**config.mk**
```make
export PLATFORM = sky130hd
export DESIGN_NAME = lfs_ctrl
export DESIGN_NICKNAME = d
export VERILOG_FILES = /design/src/inc/lfs_pkg.sv /design/src/hdl/lfs_ctrl.sv
export VERILOG_INCLUDE_DIRS = /design/src /design/src/inc
export SDC_FILE = /design/constraint.sdc
export NUM_CORES = 1
export LEC_CHECK = 0
export BUFFER_PORTS_ARGS = -buffer_cell sky130_fd_sc_hd__clkbuf_2
export CELL_PAD_IN_SITES_DETAIL_PLACEMENT = 0
export CELL_PAD_IN_SITES_GLOBAL_PLACEMENT = 1
export CORE_ASPECT_RATIO = 0.7
export CORE_UTILIZATION = 50
export DETAILED_ROUTE_END_ITERATION = 10
export GPL_TIMING_DRIVEN = 0
export PLACE_DENSITY = 0.85
export SLEW_MARGIN = 10
export SYNTH_ARGS = -nofsm -noshare
export SYNTH_HDL_FRONTEND = slang
export SYNTH_SLANG_ARGS = --single-unit
export TNS_END_PERCENT = 100
```
**constraint.sdc**
```tcl
create_clock -name clk_sys_in -period 12.44 [get_ports clk_sys_in]
set_input_delay 0.622 -clock clk_sys_in [delete_from_list [all_inputs] [get_ports clk_sys_in]]
set_output_delay 0.622 -clock clk_sys_in [all_outputs]
set_load 0.005 [all_outputs]
```
**src/inc/lfs_cfg.svh**
```systemverilog
`ifndef LFS_CFG_SVH
`define LFS_CFG_SVH

// ----------------------------------------------------------------
// register byte offsets
// ----------------------------------------------------------------
`define LFS_OFS_CTRL      8'h00
`define LFS_OFS_CURR      8'h04
`define LFS_OFS_VOUT      8'h08
`define LFS_OFS_STAT      8'h0c

// ----------------------------------------------------------------
// field positions
// ----------------------------------------------------------------
`define LFS_CURR_DC_LSB   0
`define LFS_CURR_FL_LSB   8
`define LFS_STAT_TO_BIT   0
`define LFS_STAT_FL_BIT   1
`define LFS_STAT_DN_BIT   2
`define LFS_STAT_HC_BIT   3
`define LFS_STAT_CUR_LSB  8

// ----------------------------------------------------------------
// reset values
// ----------------------------------------------------------------
`define LFS_RST_CTRL      11'h0e0
`define LFS_RST_CURR      5'h00
`define LFS_RST_VOUT      4'h0

// ----------------------------------------------------------------
// timing
// ----------------------------------------------------------------
`define LFS_CLK_MHZ       125
`define LFS_WDOG_MS       13000
`define LFS_T_RISE_DD_NS  12000
`define LFS_T_STEP_FAST_NS 500
`define LFS_FLASH_UNIT_US 32000
`define LFS_STEP_DD_UA40  1100
`define LFS_STEP_HC_UA40  2475

`endif

```
**src/inc/lfs_pkg.sv**
```systemverilog
package lfs_pkg;

   typedef enum logic [1:0] {
      LFS_MODE_SHUT  = 2'h0,
      LFS_MODE_DC    = 2'h1,
      LFS_MODE_FLASH = 2'h2,
      LFS_MODE_VM    = 2'h3
   } lfs_mode_t;

   typedef enum logic [2:0] {
      LFS_ST_IDLE  = 3'h1,
      LFS_ST_LEVEL = 3'h2,
      LFS_ST_SHOT  = 3'h4
   } lfs_fsm_t;

   typedef struct packed {
      logic [2:0] flash_timeout_select;
      logic [2:0] led_sink_enables;
      logic       power_save_enable;
      logic       software_flash_trigger;
      logic       strobe_trigger_type;
      lfs_mode_t  mode;
   } lfs_ctrl_t;

endpackage : lfs_pkg

```
**src/hdl/lfs_ctrl.sv**
```systemverilog
// Contract
// - mode 00 means shutdown, every LED sink and the converter off.
// - mode 01 ignores strobe A and trigger bit, drives DC-light current.
// - DC-light without strobe B shuts down unless mode rewritten within 13.0s.
// - strobe B held high keeps the DC-light watchdog disabled.
// - mode 10 enables strobes; flash starts from them or trigger bit with A high.
// - flash-ready switches LEDs by strobes, safety timer armed, watchdog off.
// - mode 11 regulates voltage by code, sinks off, LEDs cut, timer off.
// - level type drives flash current while strobe high, limited by timeout.
// - level timer starts on rising edge, stops on strobe low or timeout.
// - one-shot starts on strobe edge or trigger rise, A high and B low.
// - a running one-shot ignores all triggers and ends at timeout or when mode leaves 10.
// - a one-shot timeout clears the software trigger bit.
// - current moves in steps; up 12us direct, 0.5us high-current; down 0.5us.
// - high-current settings equal direct-drive values times 2.25.
// - power-save bit toggles pulse skipping; down-conversion forces it on.
// - voltage mode enters down-conversion at vin>=vout, leaves 200mV below.
//
// Local design decisions: the register addresses and the Wishbone slave port.
`timescale 1ns/1ps
`include "lfs_cfg.svh"

module lfs_ctrl
   import lfs_pkg::*;
#(
   parameter logic [31:0] WDOG_CYC       = 32'((64'd`LFS_WDOG_MS * 64'd1000 * 64'd`LFS_CLK_MHZ)),
   parameter logic [31:0] FLASH_UNIT_CYC = 32'((64'd`LFS_FLASH_UNIT_US * 64'd`LFS_CLK_MHZ)),
   parameter int          CODE_W         = 5
) (
   input  wire logic               clk_sys_in,
   input  wire logic               rst_n_in,
   input  wire logic               wb_cyc_in,
   input  wire logic               wb_stb_in,
   input  wire logic               wb_we_in,
   input  wire logic [7:0]         wb_adr_in,
   input  wire logic [3:0]         wb_sel_in,
   input  wire logic [31:0]        wb_dat_in,
   output logic      [31:0]        wb_dat_out,
   output logic                    wb_ack_out,
   input  wire logic               sync_strobe_a_in,
   input  wire logic               sync_strobe_b_in,
   input  wire logic               high_current_select_in,
   input  wire logic               vin_reaches_vout_in,
   input  wire logic               vin_below_vout_in,
   output logic                    converter_en_out,
   output logic                    voltage_mode_out,
   output logic      [3:0]         output_voltage_code_out,
   output logic      [2:0]         led_sink_en_out,
   output logic      [16:0]        led_current_out,
   output logic                    flash_active_out,
   output logic                    power_save_out,
   output logic                    down_conv_out
);

   // ----------------------------------------------------------------
   // timing derived from the clock rate
   // ----------------------------------------------------------------
   localparam logic [10:0] RISE_DD_CYC = 11'((`LFS_T_RISE_DD_NS * `LFS_CLK_MHZ + 999) / 1000);
   localparam logic [10:0] STEP_FAST_CYC = 11'((`LFS_T_STEP_FAST_NS * `LFS_CLK_MHZ + 999) / 1000);

   function automatic logic [31:0] apply_sel(input logic [31:0] old_v,
                                             input logic [31:0] new_v,
                                             input logic [3:0]  sel);
      logic [31:0] res;
      res = old_v;
      for (int i = 0; i < 4; i++) begin
         if (sel[i]) begin
            res[i*8 +: 8] = new_v[i*8 +: 8];
         end
      end
      return res;
   endfunction : apply_sel

   // ----------------------------------------------------------------
   // pin synchronisers
   // ----------------------------------------------------------------
   logic [4:0]       sync1_ff;
   logic [4:0]       sync2_ff;
   logic [4:0]       sync3_ff;
   logic [4:0]       filt_ff;
   logic [4:0]       agree;

   always_ff @(posedge clk_sys_in or negedge rst_n_in) begin
      if (!rst_n_in) begin
         sync1_ff <= 5'h00;
         sync2_ff <= 5'h00;
         sync3_ff <= 5'h00;
      end else begin
         sync1_ff <= {vin_below_vout_in, vin_reaches_vout_in, high_current_select_in,
                      sync_strobe_b_in, sync_strobe_a_in};
         sync2_ff <= sync1_ff;
         sync3_ff <= sync2_ff;
      end
   end

   // a change is taken only once the last two stages agree
   assign agree = ~(sync2_ff ^ sync3_ff);

   always_ff @(posedge clk_sys_in or negedge rst_n_in) begin
      if (!rst_n_in) begin
         filt_ff <= 5'h00;
      end else begin
         filt_ff <= (filt_ff & ~agree) | (sync3_ff & agree);
      end
   end

   logic             strb_a;
   logic             strb_b;
   logic             high_current_select;
   logic             vin_ge;
   logic             vin_low;
   logic             strb_a_prev_ff;

   assign strb_a  = filt_ff[0];
   assign strb_b  = filt_ff[1];
   assign high_current_select  = filt_ff[2];
   assign vin_ge  = filt_ff[3];
   assign vin_low = filt_ff[4];

   // ----------------------------------------------------------------
   // wishbone slave
   // ----------------------------------------------------------------
   lfs_ctrl_t        ctrl_ff;
   logic [CODE_W-1:0] dc_code_ff;
   logic [CODE_W-1:0] fl_code_ff;
   logic [3:0]       vout_ff;
   logic             to_flag_ff;
   logic             down_ff;
   logic [CODE_W-1:0] cur_code_ff;
   lfs_fsm_t         fsm_ff;
   logic             ack_ff;
   logic [31:0]      rdat_ff;
   logic             wb_req;
   logic             wr_ctrl;
   logic             wr_curr;
   logic             wr_vout;
   logic             wr_stat;
   logic [31:0]      ctrl_wr_val;
   logic [31:0]      curr_wr_val;
   logic [31:0]      curr_word;
   logic [31:0]      stat_word;
   lfs_ctrl_t        ctrl_new;

   assign wb_req  = wb_cyc_in & wb_stb_in & ~ack_ff;
   assign wr_ctrl = wb_req & wb_we_in & (wb_adr_in == `LFS_OFS_CTRL);
   assign wr_curr = wb_req & wb_we_in & (wb_adr_in == `LFS_OFS_CURR);
   assign wr_vout = wb_req & wb_we_in & (wb_adr_in == `LFS_OFS_VOUT);
   assign wr_stat = wb_req & wb_we_in & (wb_adr_in == `LFS_OFS_STAT);

   assign ctrl_wr_val = apply_sel({21'h000000, ctrl_ff}, wb_dat_in, wb_sel_in);
   assign ctrl_new    = lfs_ctrl_t'(ctrl_wr_val[10:0]);
   assign curr_wr_val = apply_sel(curr_word, wb_dat_in, wb_sel_in);

   always_comb begin
      curr_word = 32'h00000000;
      curr_word[`LFS_CURR_DC_LSB +: CODE_W] = dc_code_ff;
      curr_word[`LFS_CURR_FL_LSB +: CODE_W] = fl_code_ff;
      stat_word = 32'h00000000;
      stat_word[`LFS_STAT_TO_BIT] = to_flag_ff;
      stat_word[`LFS_STAT_FL_BIT] = (fsm_ff != LFS_ST_IDLE);
      stat_word[`LFS_STAT_DN_BIT] = down_ff;
      stat_word[`LFS_STAT_HC_BIT] = high_current_select;
      stat_word[`LFS_STAT_CUR_LSB +: CODE_W] = cur_code_ff;
   end

   // one wait-free cycle: ack rises the edge after the request, unmapped reads zero
   always_ff @(posedge clk_sys_in or negedge rst_n_in) begin
      if (!rst_n_in) begin
         ack_ff  <= 1'b0;
         rdat_ff <= 32'h00000000;
      end else begin
         ack_ff <= wb_req;
         if (wb_req && !wb_we_in) begin
            case (wb_adr_in)
               `LFS_OFS_CTRL: rdat_ff <= {21'h000000, ctrl_ff};
               `LFS_OFS_CURR: rdat_ff <= curr_word;
               `LFS_OFS_VOUT: rdat_ff <= {28'h0000000, vout_ff};
               `LFS_OFS_STAT: rdat_ff <= stat_word;
               default:       rdat_ff <= 32'h00000000;
            endcase
         end
      end
   end

   assign wb_ack_out = ack_ff;
   assign wb_dat_out = rdat_ff;

   always_ff @(posedge clk_sys_in or negedge rst_n_in) begin
      if (!rst_n_in) begin
         dc_code_ff <= `LFS_RST_CURR;
         fl_code_ff <= `LFS_RST_CURR;
         vout_ff    <= `LFS_RST_VOUT;
      end else begin
         if (wr_curr) begin
            dc_code_ff <= curr_wr_val[`LFS_CURR_DC_LSB +: CODE_W];
            fl_code_ff <= curr_wr_val[`LFS_CURR_FL_LSB +: CODE_W];
         end
         if (wr_vout && wb_sel_in[0]) begin
            vout_ff <= wb_dat_in[3:0];
         end
      end
   end

   // ----------------------------------------------------------------
   // watchdog and flash timer
   // ----------------------------------------------------------------
   logic [31:0]      wdog_cnt_ff;
   logic             wdog_hit;
   logic             mode_wr_dc;
   logic [31:0]      flash_tmr_ff;
   logic [31:0]      flash_lim;
   logic             flash_exp;
   logic             in_flash;

   assign mode_wr_dc = wr_ctrl && wb_sel_in[0] && (ctrl_new.mode == LFS_MODE_DC);
   assign wdog_hit   = (ctrl_ff.mode == LFS_MODE_DC) && !strb_b && (wdog_cnt_ff == WDOG_CYC - 32'd1);

   always_ff @(posedge clk_sys_in or negedge rst_n_in) begin
      if (!rst_n_in) begin
         wdog_cnt_ff <= 32'h00000000;
      end else if (mode_wr_dc || ctrl_ff.mode != LFS_MODE_DC || strb_b) begin
         wdog_cnt_ff <= 32'h00000000;
      end else if (!wdog_hit) begin
         wdog_cnt_ff <= wdog_cnt_ff + 32'd1;
      end
   end

   // timeout is (select + 1) units; the unit scales with the oscillator
   assign flash_lim = FLASH_UNIT_CYC * {29'h00000000, ctrl_ff.flash_timeout_select} + FLASH_UNIT_CYC;
   assign in_flash  = (fsm_ff != LFS_ST_IDLE);
   assign flash_exp = in_flash && (flash_tmr_ff >= flash_lim - 32'd1);

   always_ff @(posedge clk_sys_in or negedge rst_n_in) begin
      if (!rst_n_in) begin
         flash_tmr_ff <= 32'h00000000;
      end else if (!in_flash || flash_exp) begin
         flash_tmr_ff <= 32'h00000000;
      end else begin
         flash_tmr_ff <= flash_tmr_ff + 32'd1;
      end
   end

   // ----------------------------------------------------------------
   // flash sequencer
   // ----------------------------------------------------------------
   logic             sft_prev_ff;
   logic             a_rise;
   logic             sft_rise;
   logic             flash_mode;
   logic             level_start;
   logic             shot_start;
   lfs_fsm_t         nxt_fsm;

   assign a_rise      = strb_a && !strb_a_prev_ff;
   assign sft_rise    = ctrl_ff.software_flash_trigger && !sft_prev_ff;
   assign flash_mode  = (ctrl_ff.mode == LFS_MODE_FLASH);
   assign level_start = flash_mode && !ctrl_ff.strobe_trigger_type &&
                        (a_rise || (sft_rise && strb_a));
   assign shot_start  = flash_mode && ctrl_ff.strobe_trigger_type && strb_a && !strb_b &&
                        (a_rise || sft_rise);

   always_ff @(posedge clk_sys_in or negedge rst_n_in) begin
      if (!rst_n_in) begin
         strb_a_prev_ff <= 1'b0;
         sft_prev_ff    <= 1'b0;
      end else begin
         strb_a_prev_ff <= strb_a;
         sft_prev_ff    <= ctrl_ff.software_flash_trigger;
      end
   end

   always_comb begin
      nxt_fsm = fsm_ff;
      case (fsm_ff)
         LFS_ST_IDLE: begin
            if (level_start) begin
               nxt_fsm = LFS_ST_LEVEL;
            end else if (shot_start) begin
               nxt_fsm = LFS_ST_SHOT;
            end
         end
         LFS_ST_LEVEL: begin
            if (!flash_mode || !strb_a || flash_exp) begin
               nxt_fsm = LFS_ST_IDLE;
            end
         end
         LFS_ST_SHOT: begin
            if (!flash_mode || flash_exp) begin
               nxt_fsm = LFS_ST_IDLE;
            end
         end
         default: nxt_fsm = LFS_ST_IDLE;
      endcase
   end

   always_ff @(posedge clk_sys_in or negedge rst_n_in) begin
      if (!rst_n_in) begin
         fsm_ff <= LFS_ST_IDLE;
      end else begin
         fsm_ff <= nxt_fsm;
      end
   end

   // timeout flag: set wins over a write-one clear
   always_ff @(posedge clk_sys_in or negedge rst_n_in) begin
      if (!rst_n_in) begin
         to_flag_ff <= 1'b0;
      end else if (flash_exp) begin
         to_flag_ff <= 1'b1;
      end else if (wr_stat && wb_sel_in[0] && wb_dat_in[`LFS_STAT_TO_BIT]) begin
         to_flag_ff <= 1'b0;
      end
   end

   // control word: a software write wins over the hardware clears
   always_ff @(posedge clk_sys_in or negedge rst_n_in) begin
      if (!rst_n_in) begin
         ctrl_ff <= lfs_ctrl_t'(`LFS_RST_CTRL);
      end else if (wr_ctrl) begin
         ctrl_ff <= ctrl_new;
      end else begin
         if (wdog_hit) begin
            ctrl_ff.mode <= LFS_MODE_SHUT;
         end
         if (fsm_ff == LFS_ST_SHOT && flash_exp) begin
            ctrl_ff.software_flash_trigger <= 1'b0;
         end
      end
   end

   // ----------------------------------------------------------------
   // current ramp
   // ----------------------------------------------------------------
   logic [CODE_W-1:0] tgt_code;
   logic [10:0]      ramp_cnt_ff;
   logic [10:0]      ramp_int;
   logic [16:0]      step_ua40;

   always_comb begin
      case (ctrl_ff.mode)
         LFS_MODE_DC:    tgt_code = dc_code_ff;
         LFS_MODE_FLASH: tgt_code = in_flash ? fl_code_ff : '0;
         default:        tgt_code = '0;
      endcase
   end

   // rising steps are slow only in direct drive; falling is always fast
   assign ramp_int = (cur_code_ff < tgt_code && !high_current_select) ? RISE_DD_CYC : STEP_FAST_CYC;

   always_ff @(posedge clk_sys_in or negedge rst_n_in) begin
      if (!rst_n_in) begin
         ramp_cnt_ff <= 11'h000;
         cur_code_ff <= '0;
      end else if (ctrl_ff.mode == LFS_MODE_SHUT || ctrl_ff.mode == LFS_MODE_VM) begin
         ramp_cnt_ff <= 11'h000;
         cur_code_ff <= '0;
      end else if (cur_code_ff == tgt_code) begin
         ramp_cnt_ff <= 11'h000;
      end else if (ramp_cnt_ff >= ramp_int - 11'd1) begin
         ramp_cnt_ff <= 11'h000;
         cur_code_ff <= (cur_code_ff < tgt_code) ? cur_code_ff + 1'b1 : cur_code_ff - 1'b1;
      end else begin
         ramp_cnt_ff <= ramp_cnt_ff + 11'd1;
      end
   end

   // units of 25 uA keep the 2.25 ratio exact
   assign step_ua40 = high_current_select ? 17'd`LFS_STEP_HC_UA40 : 17'd`LFS_STEP_DD_UA40;

   always_ff @(posedge clk_sys_in or negedge rst_n_in) begin
      if (!rst_n_in) begin
         led_current_out <= 17'h00000;
      end else begin
         led_current_out <= 17'(step_ua40 * {12'h000, cur_code_ff});
      end
   end

   // ----------------------------------------------------------------
   // voltage mode, down conversion, power save
   // ----------------------------------------------------------------
   always_ff @(posedge clk_sys_in or negedge rst_n_in) begin
      if (!rst_n_in) begin
         down_ff <= 1'b0;
      end else if (ctrl_ff.mode != LFS_MODE_VM || vin_low) begin
         down_ff <= 1'b0;
      end else if (vin_ge) begin
         down_ff <= 1'b1;
      end
   end

   // output code above ~5.3V with down conversion is the host's concern
   always_ff @(posedge clk_sys_in or negedge rst_n_in) begin
      if (!rst_n_in) begin
         converter_en_out        <= 1'b0;
         voltage_mode_out        <= 1'b0;
         output_voltage_code_out <= 4'h0;
         led_sink_en_out         <= 3'h0;
         flash_active_out        <= 1'b0;
         power_save_out          <= 1'b0;
         down_conv_out           <= 1'b0;
      end else begin
         converter_en_out        <= (ctrl_ff.mode != LFS_MODE_SHUT);
         voltage_mode_out        <= (ctrl_ff.mode == LFS_MODE_VM);
         output_voltage_code_out <= vout_ff;
         // open inputs left enabled are the host's to clear
         led_sink_en_out         <= (ctrl_ff.mode == LFS_MODE_DC || flash_mode) ?
                                    ctrl_ff.led_sink_enables : 3'h0;
         flash_active_out        <= in_flash;
         power_save_out          <= ctrl_ff.power_save_enable || down_ff;
         down_conv_out           <= down_ff;
      end
   end
endmodule : lfs_ctrl

```
==> metrics.md, run 1 <==
| Metric | Value |
|---|---|
| Final WS setup | 7.81 ns |
| Crit path largest cell delay | 0.46 ns |
| First-pass GRT wire length | 35000 um |
| Area delta synth->final | 14.2% |
| CP endpoint kind | register |
| FF+latch area | 4380 um2 |
| Syn_area_per_cell | 10.5 um2 |
| Startpoint type of the worst setup path | register |
| Status | complete, no violations |
| GPL Wtd Cong | 0.806 |
| Peak Freq | 216 MHz |
| Ranking of synthesized cells by area | dfrtp_1 (43%), ha_1 (10%), nor2_1 (4.4%) |
| IO Pins | 116 |
| Internal | 0.876 mW |
| Final core occ | 59.3% |
| Pwr/cell area | 101 nW/um2 |
| Synth warn | 0 |
| Global route total overflow | 0 |
| Hold-fix buffers, CTS | 0 |
| DRT antenna net count | 0 |
| Postcts setup bufs | 0 |
| Clk pwr share | 45.9% |
| Syn Inst Count | 952 |
| Number of distinct library cells after synthesis | 70 |
| DIE AREA | 20500 um2 |
| Die height | 120 um |
| Total routed wirelength | 21000 um |
| Yosys top cell by area | dfrtp_1 |
| Min Tclk post-route | 4.63 ns |
| Synth Flop Type | dfrtp_1 |
| Final nets | 1229 |
| Maxcap violations | 0 |
| CP max-delay cell | clkbuf_1 |
| Detailed-route via count | 6998 |
| P_leak | 5.63 nW |
| Skew-Pair Late Insertion Delay | 0.44 ns |
| I/O Buffers | 74 |
| GR Util All Layers | 22.2% |
| FF-to-FF path depth | 19 |
| Final hold vios | 0 |
| Seq pwr share | 50.3% |
| Total negative setup slack | 0 ns |
| Layout cells sized above 1 | 16.7% |
| RSZ-0062 raised after global routing | no |
| Footprint of the multi-input gates | 5180 um2 |
| CTS Buf Count | 17 |
| Arrival time worst endpoint | 5.00 ns |
| Clock slew at reported path FFs | 0.07 ns |
| Register area share after synthesis | 44.0% |
| CTS tree | yes |
| CP required | 12.81 ns |
| Die width | 171 um |
| Clock Tree Buf Depth | 2 |
| Clock root buffer | clkbuf_16 |
| Final clock skew | 0.0148 ns |
| DP Cell Count | 1317 |
| Antenna violations before repair | 1 |
| Non-Filler Instances | 1350 |
| Placed Area | 10800 um2 |
| CP Max Fanout | 11 |
| Number of flops mapped to enable cells by yosys | 0 |
| Synth top area share | 42.9% |
| RR Startpoint | ctrl_ff[0] |
| Setup CP Type | reg -> reg |
| DP Worst Slack | 7.93 ns |
| Initial DRC Count | 590 |
| Tightest Hold Check Type | in -> async |
| WL per Instance | 15.6 um |
| Core footprint | 19200 um2 |
| Net Sw Frac | 24.1% |
| Mapped Area | 9960 um2 |
| Slew headroom | 51.9% |
| Sink Count | 175 |
| Drt drc | 0 |
| Largest net degree at the start of global routing | 93 |
| Cells along the critical path | inv_1 > ha_1 > clkbuf_1 > inv_1 > nor2_1 > ha_1 > nor2b_1 > o21ai_0 > a21oi_1 > or3_1 > inv_1 > ha_1 > nand2b_1 > a31oi_1 > o311a_1 > a21oi_1 > or3_1 > buf_2 > nor2_1 |
| R2R Setup Slk | 7.81 ns |
| Post-synth ARST share | 100% |
| Final Max Slew Viols | 0 |
| Vias in the first global route | 6565 |
| Final period util | 37.2% |
| Highest-count cells in the layout ignoring fill and taps | dfrtp_1 (171), nor2_1 (118), ha_1 (82) |
| HPWL Detailed | 15600 um |
| Cell Rows | 42 |
| R2R Path End | ramp_cnt_ff[5] |
| Logic gate share of total power | 3.8% |
| Actual slew at the worst max-slew pin | 0.716 ns |
| Final setup fails | 0 |
| Initial core utilization | 52.0% |
| Seq cells post-synth | 175 |
| Post-CTS sizing | 0 |
| Drt via density | 5.18 |
| Psw | 0.278 mW |
| Crit path from | ctrl_ff[0] |
| CTS H-tree lvls | 4 |
| Peak VDD IR | 0.0882 mV |
| Filler cells | 1647 |
| Commonest non-fill, non-tap cell in the layout | dfrtp_1 |
| Post-route cell area | 11400 um2 |
| 1st-pass router iterations | 5 |
sequential cells by signal, indices dropped and copies added (netlist names), 5 cells and up, named ones only:
signal / count
flash_tmr_ff: 32
led_current_out: 17
fl_code_ff: 5
sync2_ff: 5
wb_dat_out: 13
wdog_cnt_ff: 32
sync3_ff: 5
dc_code_ff: 5
ramp_cnt_ff: 11
cur_code_ff: 5
ctrl_ff: 11
sync1_ff: 5
synthesized netlist by cell type (3+ instances only):
library cell  count
buf_4            20
or2_2             3
ha_1             82
xnor2_1          46
maj3_1            5
a221oi_1          4
a211oi_1          4
and4_1            7
nor2_1          118
a21o_1            9
dfrtp_1         171
and3_1           21
nor3_1           12
a22oi_1           4
mux2_2           26
nor4_1            8
mux2i_1          11
clkbuf_1         13
nand2b_1          9
dfstp_2           4
nor2b_1           8
or3_1             7
xor2_1           43
and2_1           10
buf_6             6
a22o_1            6
fa_1             21
o21ai_0          26
nand3_1          41
nand4_1          15
o21a_1            3
inv_1            60
nor3b_1           3
a21oi_1          25
nand2_1          59
power groups by stage:
stage	Sequential, mW	Clock [mW]	Combinational [mW]
3_3_place_gp	0.591	0	0.0425
2_1_floorplan	0.590	0	0.0203
5_1_grt	0.580	0.563	0.0504
4_1_cts	0.580	0.541	0.0448
3_5_place_dp	0.591	0	0.0446
6_report	0.580	0.529	0.0443
stage by stage:
stage          hold WS [ns]  total power, mW
5_1_grt               0.269             1.19
3_3_place_gp          0.332            0.633
3_5_place_dp          0.335            0.635
4_1_cts               0.252             1.17
2_1_floorplan         0.326            0.610
6_report              0.225             1.15
how the worst max path moves through the flow:
stage	endpoint	slack [ns]	cells after the start
after detailed placement	led_current_out[15]	7.93	15
final	ramp_cnt_ff[5]	7.81	19
after global placement	ramp_cnt_ff[2]	7.51	1
after global routing	ramp_cnt_ff[7]	7.42	19
after floorplan	led_current_out[15]	8.53	16
after CTS	ramp_cnt_ff[5]	7.90	19
kinds of logic (layout without fill, tap and decap cells):
group / after synthesis / count (layout) / share of synthesized area, %
simple gates: 340 / 340 / 17.2
flops: 175 / 175 / 44.0
fa+ha+maj: 108 / 108 / 15.0
buf+inv: 101 / 208 / 5.02
compound gates: 100 / 100 / 6.84
xor+xnor: 89 / 89 / 7.82
mux: 37 / 37 / 4.04
other cells: 2 / 29 / 0.0754
metal layers:
layer	wire (um)	vias up	GRT usage, %
met4	164	2	4.95
met5	11	-	0
met2	8160	146	29.0
met3	1240	16	5.77
li1	-	3460	-
met1	11400	3374	35.8
worst max-delay path, delay by kind of cell (launching register included):
family                     cells  cell delay [ns]
and+or+nand+nor                6             1.28
adders and majority gates      3             0.69
DFF                            1             0.45
AOI/OAI and AO/OA              5             0.93
buffers and inverters          5             1.21
layout make-up:
class	instances	share of cell area [%]
multi-input cells	702	45.5
flip-flops and latches	175	38.5
clock buffers	18	3.77
repair buffers	75	3.57
well taps	264	2.90
plain buffers	41	2.42
inverters	60	1.98
clock inverters	14	1.33
diodes	1	0.0220
No activity file was read; power rests on OpenSTA's default activity.
==> inputs of run 2 (changes only) <==
--- a/config.mk
+++ b/config.mk
@@ -10,10 +10,10 @@
 export CELL_PAD_IN_SITES_DETAIL_PLACEMENT = 0
 export CELL_PAD_IN_SITES_GLOBAL_PLACEMENT = 1
 export CORE_ASPECT_RATIO = 0.7
-export CORE_UTILIZATION = 50
+export CORE_UTILIZATION = 47
 export DETAILED_ROUTE_END_ITERATION = 10
 export GPL_TIMING_DRIVEN = 0
-export PLACE_DENSITY = 0.85
+export PLACE_DENSITY = 0.8
 export SLEW_MARGIN = 10
 export SYNTH_ARGS = -nofsm -noshare
 export SYNTH_HDL_FRONTEND = slang
==> constraint.sdc (replaced) <==
create_clock -name clk_sys_in -period 4.3 [get_ports clk_sys_in]
set_input_delay 0.215 -clock clk_sys_in [delete_from_list [all_inputs] [get_ports clk_sys_in]]
set_output_delay 0.215 -clock clk_sys_in [all_outputs]
set_load 0.005 [all_outputs]
==> metrics.md, run 2 (synthesis gave the netlist of run 1 again) <==
| Metric | Value |
|---|---|
| Peak VDD IR | 0.248 mV (+180%) |
| Arrival time worst endpoint | 4.50 ns (-0.50 ns) |
| M2 GR Usage | 27.6% (-1.3 points) |
| FF-to-FF path depth | 15 (-4) |
| Crit path largest cell delay | 0.49 ns (+0.03 ns) |
| Clock slew at reported path FFs | 0.07 ns (about the same) |
| HPWL Detailed | 15900 um (+1.8%) |
| Min Tclk post-route | 4.15 ns (-0.476 ns) |
| Area delta synth->final | 16.5% |
| 1st-pass router iterations | 4 (-1) |
| R2R Setup Slk | 0.15 ns (-7.66 ns) |
| R2R Path End | led_current_out[15] |
| Vias in the first global route | 6477 (-1.3%) |
| IO Pins | 116 (unchanged) |
| Antenna violations before repair | 1 (unchanged) |
| CP endpoint kind | register |
| Pwr Total | 3.42 mW (+200%) |
| Final nets | 1239 (+0.81%) |
| CP Max Fanout | 10 (-1) |
| GRT met1 Usage | 32.9% (-2.9 points) |
| Pwr/cell area | 295 nW/um2 (+190%) |
| Sink Count | 175 (unchanged) |
| Final setup fails | 0 (unchanged) |
| GRT busiest layer | met1 |
| Die width | 176 um (+3.1%) |
| GPL Wtd Cong | 0.828 (+2.8%) |
| Total routed wirelength | 21300 um (+1.1%) |
| GR Util All Layers | 20.6% (-1.6 points) |
| CTS Buf Count | 17 (unchanged) |
| Actual slew at the worst max-slew pin | 0.708 ns (-0.00832 ns) |
| Commonest non-fill, non-tap cell in the layout | dfrtp_1 |
| DRT antenna net count | 0 (unchanged) |
| WL per Instance | 15.5 um (-0.48%) |
| GRT met3 Usage | 4.67% (-1.1 points) |
| WHS | 0.0375 ns (-0.188 ns) |
| Setup CP Type | reg -> reg |
| Hold path cells | 2 |
| Clock Tree Buf Depth | 2 (unchanged) |
| Skew-Pair Late Insertion Delay | 0.43 ns (about the same) |
| Drt via density | 5.06 (-2.3%) |
| Final hold vios | 0 (unchanged) |
| Largest registers | flash_tmr_ff (32), wdog_cnt_ff (32), led_current_out (17) |
| Highest-count cells in the layout ignoring fill and taps | dfrtp_1 (168), nor2_1 (118), ha_1 (80) |
| Maxcap violations | 0 (unchanged) |
| Initial DRC Count | 454 (-23%) |
| Status | complete, no violations |
| Slew headroom | 52.4% (+0.56 points) |
| Final clock skew | 0.00869 ns (-0.00614 ns) |
| CP max-delay cell | fa_1 |
| CTS tree | yes |
| Initial core utilization | 48.0% (-3.9 points) |
| Die height | 124 um (+3.1%) |
| Hold Crit Endpoint | ctrl_ff[5] |
| Core footprint | 20800 um2 (+8.2%) |
| Clock root buffer | clkbuf_16 |
| Final Max Slew Viols | 0 (unchanged) |
| Largest net degree at the start of global routing | 102 (+9.7%) |
| Final period util | 96.5% (+59 points) |
| Layout cells sized above 1 | 18.9% (+2.2 points) |
| I/O Buffers | 74 (unchanged) |
| DIE AREA | 21800 um2 (+6.3%) |
| Cell Rows | 44 (+4.8%) |
| Filler cells | 1832 (+11%) |
| First-pass GRT wire length | 34500 um (-1.4%) |
| CTS H-tree lvls | 4 (unchanged) |
| HP Start | wb_dat_in[5] |
| Startpoint type of the worst setup path | register |
| Drt drc | 0 (unchanged) |
| P_leak | 5.70 nW (+1.2%) |
| Global route total overflow | 0 (unchanged) |
| Peak Freq | 241 MHz (+11%) |
| CP required | 4.65 ns (-8.16 ns) |
| Detailed-route via count | 6946 (-0.74%) |
| Tightest Hold Check Type | in -> reg |
| Cells along the critical path | clkbuf_2 > and2_4 > nand2b_1 > ha_1 > clkbuf_1 > fa_1 > inv_1 > fa_1 > inv_1 > ha_1 > or3_1 > o21ai_2 > a311o_1 > or4b_1 > o211ai_1 |
==> run 2: worst max-delay path, delay by kind of cell, from the launching register on <==
family          cells  cell delay, ns
flops               1            0.41
fa+ha+maj           4            1.41
buf+inv             4            0.40
simple gates        4            1.25
compound gates      3            0.59
==> run 2: worst max-delay path by stage <==
stage	endpoint	slack (ns)
2_1_floorplan	led_current_out[15]	0.39
3_3_place_gp	ramp_cnt_ff[2]	-0.23
3_5_place_dp	ramp_cnt_ff[2]	-0.26
4_1_cts	ramp_cnt_ff[2]	0.01
5_1_grt	flash_tmr_ff[21]	-0.004
6_report	led_current_out[15]	0.15
==> run 2: final cells by class <==
class                   instances  area [um2]  share of cell area, %
multi-input cells             702        5260                   45.3
plain buffers                  40         275                   2.37
flip-flops and latches        175        4390                   37.8
repair buffers                 86         504                   4.34
diodes                          1        2.50                 0.0216
clock inverters                13         175                   1.51
inverters                      60         225                   1.94
clock buffers                  19         433                   3.73
well taps                     276         345                   2.98
==> run 2: power by group <==
part | switching, mW | internal, mW | leakage [nW] | total (mW)
logic | 0.0816 | 0.0522 | 3.05 | 0.134
clock network | 0.683 | 0.929 | 0.295 | 1.61
registers | 0.0122 | 1.67 | 2.35 | 1.68
==> run 2: layer usage <==
| layer | part of all wire [%] | routed length [um] | vias up |
|---|---|---|---|
| met2 | 39 | 8380 | 128 |
| met3 | 4.4 | 931 | 10 |
| met4 | 0.74 | 157 | 0 |
| met5 | 0 | 0 | - |
| li1 | - | - | 3489 |
| met1 | 55 | 11800 | 3319 |
==> run 2: per-stage QoR <==
| stage | setup TNS, ns | util (%) | setup WS [ns] | instances | area, um2 |
|---|---|---|---|---|---|
| after floorplan | 0 | - | 0.392 | 978 | 10100 |
| after global placement | -38.03 | 51.9 | -0.233 | 1328 | 10800 |
| after detailed placement | -3.82 | 52.1 | -0.255 | 1329 | 10800 |
| after CTS | 0 | 55.4 | 0.0103 | 1366 | 11500 |
| after global routing | -0.0105 | 55.9 | -0.00421 | 1371 | 11600 |
| final | 0 | 55.9 | 0.151 | 1372 | 11600 |
==> run 2: timing repair <==
action                                  in CTS  in global routing
buffers inserted                             0                  5
gates resized for setup                      8                 23
hold buffers                                 6                  0
endpoints found under the hold margin       76                  0
gates cloned                                 0                  0
endpoints found under the setup margin      40                 51
pin swaps                                    1                  6
==> inputs of run 3 (changes only) <==
--- a/config.mk
+++ b/config.mk
@@ -14,6 +14,7 @@
 export DETAILED_ROUTE_END_ITERATION = 10
 export GPL_TIMING_DRIVEN = 0
 export PLACE_DENSITY = 0.8
+export SETUP_SLACK_MARGIN = 0.3
 export SLEW_MARGIN = 10
 export SYNTH_ARGS = -nofsm -noshare
 export SYNTH_HDL_FRONTEND = slang
==> metrics.md, run 3 (synthesis gave the netlist of run 1 again) <==
| Metric | Value |
|---|---|
| Vias in the first global route | 6526 (+0.76%) |
| GR Util All Layers | 20.8% (+0.23 points) |
| Maxcap violations | 0 (unchanged) |
| Initial DRC Count | 461 (+1.5%) |
| P_leak | 5.81 nW (+2.0%) |
| WL per Instance | 15.7 um (+1.0%) |
| HPWL Detailed | 15900 um (unchanged) |
| I/O Buffers | 74 (unchanged) |
| Detailed-route via count | 7042 (+1.4%) |
| Commonest non-fill, non-tap cell in the layout | dfrtp_1 |
| CTS H-tree lvls | 4 (unchanged) |
| Final setup fails | 0 (unchanged) |
| Clock root buffer | clkbuf_16 |
| Highest-count cells in the layout ignoring fill and taps | dfrtp_1 (164), nor2_1 (116), ha_1 (75) |
| Core footprint | 20800 um2 (unchanged) |
| Clock slew at reported path FFs | 0.07 ns (about the same) |
| Hold path cells | 2 (unchanged) |
| Final nets | 1256 (+1.4%) |
| Final Max Slew Viols | 0 (unchanged) |
| Hold Crit Endpoint | ctrl_ff[5] |
| Pwr/cell area | 288 nW/um2 (-2.2%) |
| First-pass GRT wire length | 34900 um (+1.1%) |
| Final clock skew | 0.00788 ns (-0.000803 ns) |
| Actual slew at the worst max-slew pin | 0.747 ns (+0.0389 ns) |
| FF+latch area | 4390 um2 (+0.11%) |
| Cell Rows | 44 (unchanged) |
| Tightest Hold Check Type | in -> reg |
| Die height | 124 um (unchanged) |
| WHS | 0.0387 ns (+0.00125 ns) |
| Setup CP Type | reg -> reg |
| Global route total overflow | 0 (unchanged) |
| GPL Wtd Cong | 0.828 (unchanged) |
| CP endpoint kind | register |
| 1st-pass router iterations | 4 (unchanged) |
| Min Tclk post-route | 3.92 ns (-0.233 ns) |
| CP required | 4.62 ns (-0.03 ns) |
| Footprint of the multi-input gates | 5390 um2 (+2.6%) |
| Die width | 176 um (unchanged) |
| DIE AREA | 21800 um2 (unchanged) |
| Initial core utilization | 48.0% (unchanged) |
| Drt via density | 5.07 (+0.14%) |
| Non-Filler Instances | 1389 (+1.2%) |
| Arrival time worst endpoint | 4.24 ns (-0.26 ns) |
| Status | complete, no violations |
| Largest registers | flash_tmr_ff (32), wdog_cnt_ff (32), led_current_out (17) |
| Final core occ | 57.3% (+1.4 points) |
| Area delta synth->final | 19.5% |
| Drt drc | 0 (unchanged) |
| Total routed wirelength | 21700 um (+2.3%) |
| Antenna violations before repair | 1 (unchanged) |
| CTS Buf Count | 17 (unchanged) |
| Peak VDD IR | 0.247 mV (-0.49%) |
| RR Startpoint | fsm_ff[0] |
| Skew-Pair Late Insertion Delay | 0.43 ns (about the same) |
| R2R Setup Slk | 0.38 ns (+0.23 ns) |
| IO Pins | 116 (unchanged) |
| Clock Tree Buf Depth | 2 (unchanged) |
| Slew headroom | 49.8% (-2.6 points) |
| HP Start | wb_dat_in[5] |
| CTS tree | yes |
| FF-to-FF path depth | 20 (+5) |
| Sink Count | 175 (unchanged) |
| CP Max Fanout | 5 (-5) |
| Startpoint type of the worst setup path | register |
| RSZ-0062 raised after global routing | yes |
| Peak Freq | 255 MHz (+5.9%) |
| DP Cell Count | 1329 (unchanged) |
| Largest net degree at the start of global routing | 102 (unchanged) |
| Filler cells | 1798 (-1.9%) |
| Final hold vios | 0 (unchanged) |
| Layout cells sized above 1 | 22.8% (+3.8 points) |
| Final period util | 91.1% (-5.4 points) |
| DRT antenna net count | 0 (unchanged) |
| R2R Path End | cur_code_ff[2] |
## run 3: worst max-delay path, cell delays in order (launching register included)
cell and delay [ns]:
dfstp_2 0.54, and2_4 0.17, inv_6 0.03, and2_4 0.14, a22o_1 0.20, nand2_1 0.07, ha_1 0.24, nor2b_4 0.14
o21ai_2 0.17, a21oi_2 0.08, or3_4 0.45, inv_4 0.10, ha_4 0.12, nand2b_4 0.12, a31oi_4 0.07, o311a_1 0.37
buf_6 0.13, a211oi_4 0.26, buf_6 0.16, mux2i_1 0.18, nor2_1 0.06
## run 3: layer usage
| metal | wire (um) | global-route usage, % | up-vias |
|---|---|---|---|
| li1 | - | - | 3517 |
| met1 | 11900 | 33.0 | 3395 |
| met2 | 8710 | 28.2 | 119 |
| met3 | 938 | 4.67 | 11 |
| met4 | 170 | 4.35 | 0 |
| met5 | 0 | 0 | - |
## run 3: repair_timing
action / in CTS / in global routing
endpoints found under the hold margin: 76 / 0
pin swaps: 7 / 22
buffers inserted: 9 / 12
hold buffers: 6 / 0
endpoints found under the setup margin: 54 / 52
gates resized for setup: 25 / 50
## run 3: area by class of cell
class,instances,area share [%]
Clock inverter,13,1.47
Buffer,41,2.48
Timing Repair Buffer,102,5.31
Antenna cell,1,0.0210
Inverter,60,1.96
Clock buffer,19,3.64
Sequential cell,175,36.9
Tap cell,276,2.90
Multi-Input combinational cell,702,45.3
## run 3: power by group
part | internal (mW) | total (mW) | switching (mW)
sequential | 1.67 | 1.68 | 0.0116
combinational | 0.0570 | 0.141 | 0.0838
clock | 0.929 | 1.61 | 0.686
## run 3: worst max path at each step
| stage | startpoint | endpoint | slack (ns) | cells after the start |
|---|---|---|---|---|
| floorplan | register | led_current_out[15] | 0.39 | 16 |
| CTS | fsm_ff[0] | ramp_cnt_ff[2] | 0.30 | 19 |
| global route | fsm_ff[1] | cur_code_ff[2] | 0.16 | 21 |
| detailed placement | ctrl_ff[0] | ramp_cnt_ff[2] | -0.26 | 19 |
| finish | fsm_ff[0] | cur_code_ff[2] | 0.38 | 20 |
| global placement | rst_n_in | ramp_cnt_ff[2] | -0.23 | 1 |
## run 3: through the flow
stage	power, mW	instance area, um2	setup TNS [ns]	setup WS [ns]
floorplan	1.76	10100	0	0.392
global placement	1.83	10800	-38.03	-0.233
detailed placement	1.84	10800	-3.82	-0.255
CTS	3.47	11600	0	0.297
global route	3.56	11900	0	0.159
finish	3.43	11900	0	0.384
